--- src/logic/xfer_consts.svh ---
`ifndef XFER_CONSTS_SVH
`define XFER_CONSTS_SVH
// Register offset on the plain register port
`define OFS_CONTROL_STATUS 4'h0
// Field positions in transfer_control_status
`define BIT_STOP_FLAG      0
`define BIT_CHAIN_RPT_EN   3
`define BIT_SKIP_EN        4
// Reset value of transfer_control_status
`define RST_CONTROL_STATUS 8'h00
`endif

--- src/logic/xfer_pkg.sv ---
`default_nettype none
package xfer_pkg;
   // Sequencer states
   typedef enum logic [1:0] {
      ST_IDLE,
      ST_VEC,
      ST_INFO,
      ST_XFER
   } seq_state_t;
endpackage
`default_nettype wire

--- src/logic/transfer_ctrl_skip_error.sv ---
// Our own choices: the address-and-strobe port and the placing of the registers.
`include "xfer_consts.svh"
`default_nettype none
module transfer_ctrl_skip_error
   import xfer_pkg::*;
#(
   parameter int VEC_W = 8
) (
   // Clock and reset
   input  wire logic             mclk,
   input  wire logic             rstn,
   // Register port
   input  wire logic [3:0]       reg_addr,
   input  wire logic [7:0]       reg_wdata,
   input  wire logic             reg_wr,
   input  wire logic             reg_rd,
   output logic      [7:0]       reg_rdata,
   // Activation request
   input  wire logic             act_req,
   input  wire logic [VEC_W-1:0] act_vector,
   output logic                  act_ready,
   // Vector and information fetch
   output logic                  fetch_req,
   output logic                  fetch_is_vec,
   input  wire logic             fetch_ack,
   input  wire logic             fetch_info_repeat,
   input  wire logic             fetch_info_chain,
   input  wire logic [15:0]      fetch_info_count,
   // Data unit transfer
   output logic                  data_req,
   input  wire logic             data_ack,
   // Stop events
   input  wire logic             addr_err,
   input  wire logic             nmi,
   // Status
   output logic                  act_done,
   output logic                  info_skipped,
   output logic                  stopped
);

   seq_state_t       state_ff, nxt_state;
   logic [VEC_W-1:0] prev_vec_ff, nxt_prev_vec;
   logic             prev_valid_ff, nxt_prev_valid;
   logic             last_chain_ff, nxt_last_chain;
   logic             rpt_mode_ff, nxt_rpt_mode;
   logic             chain_ff, nxt_chain;
   logic [15:0]      count_ff, nxt_count;
   logic             skip_en_ff, nxt_skip_en;
   logic             chain_en_ff, nxt_chain_en;
   logic             stop_ff, nxt_stop;
   logic             armed_ff, nxt_armed;
   logic [7:0]       rdata_ff, nxt_rdata;
   logic             done_ff, nxt_done;
   logic             skipped_ff, nxt_skipped;
   logic             take_act;
   logic             vec_match;
   logic             skip_now;
   logic             stop_event;
   logic             ctl_wr;
   logic [7:0]       cnt_lo_dec;
   logic             rpt_reload;
   logic             xfer_last;
   logic             chain_ok;

   // Handshake outputs are combinational from state
   assign act_ready    = (state_ff == ST_IDLE) && !stop_ff;
   assign fetch_req    = ((state_ff == ST_VEC) || (state_ff == ST_INFO)) && !stop_ff;
   assign fetch_is_vec = (state_ff == ST_VEC);
   assign data_req     = (state_ff == ST_XFER) && !stop_ff;
   assign reg_rdata    = rdata_ff;
   assign act_done     = done_ff;
   assign info_skipped = skipped_ff;
   assign stopped      = stop_ff;

   // Decode helpers
   assign take_act   = act_req && act_ready;
   assign stop_event = addr_err || nmi;
   assign ctl_wr     = reg_wr && (reg_addr == `OFS_CONTROL_STATUS);
   assign vec_match  = prev_valid_ff && (act_vector == prev_vec_ff);
   // skip decision; chain history forbids it
   assign skip_now   = skip_en_ff && vec_match && !last_chain_ff;
   assign cnt_lo_dec = count_ff[7:0] - 8'h01;
   assign rpt_reload = rpt_mode_ff && (cnt_lo_dec == 8'h00);
   assign xfer_last  = rpt_mode_ff ? rpt_reload : (count_ff == 16'h0001);
   // chain after reload needs the enable
   assign chain_ok   = chain_ff && xfer_last && (!rpt_mode_ff || chain_en_ff);

   // Next-state logic for sequencer and register
   always_comb begin
      nxt_state      = state_ff;
      nxt_prev_vec   = prev_vec_ff;
      nxt_prev_valid = prev_valid_ff;
      nxt_last_chain = last_chain_ff;
      nxt_rpt_mode   = rpt_mode_ff;
      nxt_chain      = chain_ff;
      nxt_count      = count_ff;
      nxt_skip_en    = skip_en_ff;
      nxt_chain_en   = chain_en_ff;
      nxt_stop       = stop_ff;
      nxt_armed      = armed_ff;
      nxt_rdata      = 8'h00;
      nxt_done       = 1'b0;
      nxt_skipped    = 1'b0;

      // Read data stand one cycle only
      if (reg_rd && (reg_addr == `OFS_CONTROL_STATUS)) begin
         // upper bits read zero; bits 2:1 read zero
         nxt_rdata[`BIT_SKIP_EN]      = skip_en_ff;
         nxt_rdata[`BIT_CHAIN_RPT_EN] = chain_en_ff;
         nxt_rdata[`BIT_STOP_FLAG]    = stop_ff;
         if (stop_ff) begin
            nxt_armed = 1'b1;
         end
      end

      // Writable enables; reserved bits simply not stored
      if (ctl_wr) begin
         nxt_skip_en  = reg_wdata[`BIT_SKIP_EN];
         nxt_chain_en = reg_wdata[`BIT_CHAIN_RPT_EN];
         // clear only after a read of 1, writing 1 ignored
         if (armed_ff && !reg_wdata[`BIT_STOP_FLAG]) begin
            nxt_stop = 1'b0;
         end
         nxt_armed = 1'b0;
      end

      case (state_ff)
         ST_IDLE: begin
            if (take_act) begin
               nxt_prev_vec   = act_vector;
               nxt_prev_valid = 1'b1;
               // fresh activation starts without chain history
               nxt_last_chain = 1'b0;
               if (skip_now) begin
                  nxt_state   = ST_XFER;
                  nxt_skipped = 1'b1;
               end else begin
                  nxt_state = ST_VEC;
               end
            end
         end
         ST_VEC: begin
            if (fetch_ack) begin
               nxt_state = ST_INFO;
            end
         end
         ST_INFO: begin
            if (fetch_ack) begin
               nxt_rpt_mode = fetch_info_repeat;
               nxt_chain    = fetch_info_chain;
               nxt_count    = fetch_info_count;
               nxt_state    = ST_XFER;
            end
         end
         ST_XFER: begin
            if (data_ack) begin
               if (rpt_mode_ff) begin
                  // reload lower byte from upper byte at zero
                  nxt_count[7:0] = rpt_reload ? count_ff[15:8] : cnt_lo_dec;
               end else begin
                  nxt_count = count_ff - 16'h0001;
               end
               if (chain_ok) begin
                  // Chained info follows the current one in the table
                  nxt_state      = ST_INFO;
                  nxt_last_chain = 1'b1;
               end else begin
                  // Chain history kept so the next activation refetches
                  nxt_state      = ST_IDLE;
                  nxt_done       = 1'b1;
               end
            end
         end
         default: begin
            nxt_state = ST_IDLE;
         end
      endcase

      // stop halts everything; set wins over a clear
      // history dropped so the next activation fetches fully
      if (stop_event) begin
         nxt_stop       = 1'b1;
         nxt_state      = ST_IDLE;
         nxt_prev_valid = 1'b0;
         nxt_last_chain = 1'b0;
         nxt_done       = 1'b0;
         nxt_skipped    = 1'b0;
      end
   end

   // Registers; reset leaves history invalid
   always_ff @(posedge mclk) begin
      if (!rstn) begin
         state_ff      <= ST_IDLE;
         prev_vec_ff   <= '0;
         prev_valid_ff <= 1'b0;
         last_chain_ff <= 1'b0;
         rpt_mode_ff   <= 1'b0;
         chain_ff      <= 1'b0;
         count_ff      <= 16'h0000;
         skip_en_ff    <= 1'b0;
         chain_en_ff   <= 1'b0;
         stop_ff       <= 1'b0;
         armed_ff      <= 1'b0;
         rdata_ff      <= `RST_CONTROL_STATUS;
         done_ff       <= 1'b0;
         skipped_ff    <= 1'b0;
      end else begin
         state_ff      <= nxt_state;
         prev_vec_ff   <= nxt_prev_vec;
         prev_valid_ff <= nxt_prev_valid;
         last_chain_ff <= nxt_last_chain;
         rpt_mode_ff   <= nxt_rpt_mode;
         chain_ff      <= nxt_chain;
         count_ff      <= nxt_count;
         skip_en_ff    <= nxt_skip_en;
         chain_en_ff   <= nxt_chain_en;
         stop_ff       <= nxt_stop;
         armed_ff      <= nxt_armed;
         rdata_ff      <= nxt_rdata;
         done_ff       <= nxt_done;
         skipped_ff    <= nxt_skipped;
      end
   end

   // skipped activation goes straight to data
   chk_skip_to_xfer: assert property (@(posedge mclk) disable iff (!rstn)
      take_act && skip_now && !stop_event |=> (state_ff == ST_XFER) && info_skipped)
      else $error("skipped activation did not start data transfer");

   // full activation fetches vector then info
   chk_full_fetch: assert property (@(posedge mclk) disable iff (!rstn)
      take_act && !skip_now && !stop_event |=> fetch_req && fetch_is_vec)
      else $error("non-skipped activation did not fetch vector");

   chk_vec_then_info: assert property (@(posedge mclk) disable iff (!rstn)
      (state_ff == ST_VEC) && fetch_ack && !stop_event |=> (state_ff == ST_INFO) && !fetch_is_vec)
      else $error("info fetch did not follow vector fetch");

   chk_chain_refetch: assert property (@(posedge mclk) disable iff (!rstn)
      take_act && last_chain_ff && !stop_event |=> state_ff == ST_VEC)
      else $error("activation after chain skipped the fetch");

   chk_rpt_reload: assert property (@(posedge mclk) disable iff (!rstn)
      data_ack && data_req && rpt_mode_ff && (count_ff[7:0] == 8'h01) |=> count_ff[7:0] == $past(count_ff[15:8]))
      else $error("repeat counter not reloaded at zero");

   // no chain after reload when disabled
   chk_no_rpt_chain: assert property (@(posedge mclk) disable iff (!rstn)
      data_ack && data_req && rpt_reload && !chain_en_ff && !stop_event |=> state_ff == ST_IDLE && act_done)
      else $error("chain taken after repeat reload while disabled");

   // stop event sets flag and halts requests
   chk_stop_halt: assert property (@(posedge mclk) disable iff (!rstn)
      stop_event |=> stopped && !data_req && !fetch_req && !act_ready)
      else $error("stop event did not halt transfers");

   // flag survives a write without prior read of 1
   chk_clear_guard: assert property (@(posedge mclk) disable iff (!rstn)
      stop_ff && !armed_ff |=> stop_ff)
      else $error("stop flag cleared without read of 1");

   chk_reserved_zero: assert property (@(posedge mclk) disable iff (!rstn)
      reg_rd |=> (reg_rdata[7:5] == 3'h0) && (reg_rdata[2:1] == 2'h0))
      else $error("reserved bits read nonzero");

   chk_hist_invalid: assert property (@(posedge mclk) disable iff (!rstn)
      stop_event |=> !prev_valid_ff ##1 (!take_act || !skip_now))
      else $error("vector history kept across stop");

   chk_skip_off_fetch: assert property (@(posedge mclk) disable iff (!rstn)
      take_act && !skip_en_ff && !stop_event |=> state_ff == ST_VEC)
      else $error("activation skipped fetch while skip disabled");

   // writing 1 never changes the flag
   chk_write_one_kept: assert property (@(posedge mclk) disable iff (!rstn)
      ctl_wr && reg_wdata[`BIT_STOP_FLAG] && !stop_event |=> stop_ff == $past(stop_ff))
      else $error("write of 1 changed stop flag");

   // read data stand one cycle, else zero
   chk_rdata_idle: assert property (@(posedge mclk) disable iff (!rstn)
      !reg_rd |=> reg_rdata == 8'h00)
      else $error("read data nonzero outside read cycle");

endmodule // transfer_ctrl_skip_error
`default_nettype wire

--- config.mk ---
export PLATFORM = sky130hd
export DESIGN_NAME = transfer_ctrl_skip_error
export DESIGN_NICKNAME = d
export VERILOG_FILES = /design/src/logic/xfer_pkg.sv /design/src/logic/transfer_ctrl_skip_error.sv
export VERILOG_INCLUDE_DIRS = /design/src /design/src/logic
export SDC_FILE = /design/constraint.sdc
export NUM_CORES = 1
export LEC_CHECK = 0
export BUFFER_PORTS_ARGS = -buffer_cell sky130_fd_sc_hd__buf_2
export CORE_UTILIZATION = 53
export DETAILED_ROUTE_END_ITERATION = 16
export PLACE_DENSITY = 0.8
export SYNTH_ARGS = -nofsm -noshare
export SYNTH_HDL_FRONTEND = slang
export SYNTH_SLANG_ARGS = --single-unit
--- constraint.sdc ---
create_clock -name mclk -period 2.6 [get_ports mclk]
set_clock_uncertainty 0.05 [all_clocks]
set_input_delay 0.52 -clock mclk [delete_from_list [all_inputs] [get_ports mclk]]
set_output_delay 0.52 -clock mclk [all_outputs]
set_load 0.02 [all_outputs]
==> impl_metrics.py <==
metrics = {
    "power": {
        "irDropWorstVdd_mv": 0.3090,
        "report.power.total_mw": 1.160,
        "p_per_area_nw_per_um2": 429.6,
        "p_leak_nw": 1.016,
    },
    "worst_setup_path": {
        "regToRegSetupSlack_ns": 0.15,
        "r2r-start": "state_ff[0]",
        "cp_data_required_time_ns": 2.71,
        "reg2reg_to": "count_ff[5]",
        "crit_start": "state_ff[0]",
        "cp.arrival_ns": 2.56,
        "start_kind": "register",
        "critPathKind": "register to register",
        "critPathCaptureType": "register",
        "worst-path-max-fanout": 9,
        "r2r_cells": 7,
    },
    "clock_tree": {
        "cts_buffers": 5,
        "cts_buffer_depth": 2,
        "cts.sinks": 39,
        "clk_latency_ns": 0.30,
        "cts_tree": "yes",
        "h-tree-depth": 2,
        "cts_resized": 0,
        "cts_root_buf": "clkbuf_8",
        "ctsHoldBuffers": 0,
        "postCtsSetupRepairBufs": 0,
        "clk_pin_slew_worst_paths_ns": 0.09,
    },
    "finish": {
        "finish.utilization": 0.6561,
        "regArea_um2": 780.7,
        "layout-drive-gt1-share": 0.2245,
        "fill_cells": 384,
        "diodes": 0,
        "syn_to_final_growth_pct": 15.96,
        "fin_nets": 396,
        "multi_input_area_um2": 1425,
        "instances_no_fill": 393,
    },
    "place": {
        "dp.cells": 385,
        "io_buffers": 51,
        "globalplace.congestion": 0.9426,
        "dp_hpwl_um": 4376,
        "place_ws_ns": 0.2413,
    },
    "die": {
        "row_count": 23,
        "start_util": 0.5658,
        "die_h_um": 68.28,
        "core-area_um2": 4115,
        "io_pins": 62,
        "floorplan.die_area_um2": 4662,
        "die_w_um": 68.28,
    },
    "synthesis": {
        "syn_avg_cell_area_um2": 7.974,
        "synth_area_um2": 2328,
        "synth-main-ff-cell": "dfxtp_1",
        "synthArstFlopShare": 0,
        "yosys-top-cells-area": "dfxtp_1, a21oi_1, nand2_1",
        "synth_enable_flop_cells": 0,
        "ys_ff_latch": 39,
        "yosysWarnings": 0,
        "post-synth-top-area-cell": "dfxtp_1",
        "syn_inst": 292,
        "synth_top_cell_area_share": 0.3353,
        "ys_types": 60,
        "ys_seq_area_frac": 0.3353,
    },
    "global_route": {
        "grt_pass1_wl_um": 9770,
        "grt_pass1_vias": 2284,
        "grt-ovfl-total": 0,
        "grt_max_degree": 21,
        "antenna_found_initial": 0,
        "grt_use_total": 0.2806,
    },
    "sta": {
        "hold_violations": 0,
        "final-setup-viol-count": 0,
        "fin_ws_ns": 0.1537,
        "fmax_mhz": 408.8,
        "worst_pin_slew_ns": 0.6867,
        "slew_viol_final": 0,
        "relSlewSlack": 0.5417,
        "fin_crit_ns": 2.446,
        "post-route-period-util": 0.9409,
        "rsz0062_at_grt": "no",
        "setup-tns-final_ns": 0,
    },
    "drt": {
        "drc": 0,
        "detail_route.wl_per_cell_um": 15.13,
        "num_vias": 2384,
        "finalWirelength_um": 5948,
        "viasPerCell": 6.066,
        "first_iter_violations": 251,
        "antenna_left": 0,
        "first_pass_iters": 4,
    },
    "hold_path": {
        "worstHoldStart": "skip_en_ff",
        "hold_end": "skip_en_ff",
        "hold_class": "register to register",
        "worstHoldPathCells": 2,
    },
    "flow_run": {
        "max-cap-violations": 0,
    },
    "run_status": {
        "outcome": "finished, final reports clean",
    },
}
-- layout by cell type (no fill, tap or decap), types with 6 or more instances in the layout --
cell type   n
nor3_1     15
inv_1      11
or3_1       6
o21ai_0    16
nor2_1     17
xnor2_1    10
a21oi_1    21
dfxtp_1    39
nand2_1    26
nor4_1     12
buf_2      51
nand3_1    18
ha_1        7
-- sequential cells by signal, indices dropped and copies added (netlist names) --
signal,cells
last_chain_ff,1
chain_ff,1
info_skipped,1
chain_en_ff,1
reg_rdata,3
prev_valid_ff,1
count_ff,16
state_ff,2
act_done,1
stopped,1
skip_en_ff,1
rpt_mode_ff,1
armed_ff,1
prev_vec_ff,8
-- critical path: stages (launching register included) --
cell	delay (ns)
dfxtp_1	0.33
inv_1	0.12
ha_1	0.35
mux2i_1	0.18
nor2_1	0.51
nand2_1	0.36
a311oi_1	0.32
nor4_1	0.09
-- cells in the mapped netlist (5+ instances only) --
cell      count
nor4_1       12
nand3_1      18
nor3_1       15
xnor2_1      10
ha_1          7
buf_4         5
o211ai_1      5
a21oi_1      21
clkbuf_1      8
a311oi_1      5
inv_1        11
or3_1         6
dfxtp_1      39
nor2_1       17
nand2_1      26
o21ai_0      16
-- per-stage QoR --
step,area (µm²),hold slack [ns]
CTS,2700,0.4084
global placement,2606,0.3903
global route,2700,0.4331
floorplan,2344,0.3725
finish,2700,0.4135
detailed placement,2606,0.3996
-- kinds of logic (layout without fill, tap and decap cells) --
family | after synthesis | after routing | synth area share
buf+inv | 29 | 76 | 0.05911
simple gates | 123 | 123 | 0.2880
mux | 2 | 2 | 0.009135
other cells | 1 | 5 | 0.001610
flops | 39 | 39 | 0.3353
xor+xnor | 11 | 11 | 0.04137
fa+ha+maj | 7 | 7 | 0.03761
compound gates | 80 | 80 | 0.2278
-- per-layer routing --
metal,share of wire,vias up,global-route usage
li1,-,1182,-
met1,0.43,1124,0.3153
met2,0.52,67,0.5184
met3,0.036,11,0.05167
met4,0.015,0,0.1016
met5,0,-,0
-- power by group --
part | internal [mW] | switching, mW
Sequential | 0.606 | 0.00807
Clock | 0.192 | 0.240
Combinational | 0.0496 | 0.0642
-- worst max-delay path by stage --
| stage | end | slack (ns) | depth (start not counted) |
|---|---|---|---|
| floorplan | count_ff[10] | 0.59 | 8 |
| global placement | count_ff[5] | 0.34 | 7 |
| detailed placement | count_ff[5] | 0.24 | 7 |
| CTS | count_ff[5] | 0.22 | 7 |
| global route | count_ff[5] | 0.05 | 7 |
| finish | count_ff[5] | 0.15 | 7 |
-- final cells by class --
cell class	instances	share of cell area
inverter	12	0.01668
sequential	39	0.2892
tap	50	0.02317
clock buffer	5	0.02549
multi-input combinational	228	0.5278
timing repair buffer	56	0.1084
clock inverter	3	0.009268
No activity file was read; power rests on OpenSTA's default activity.
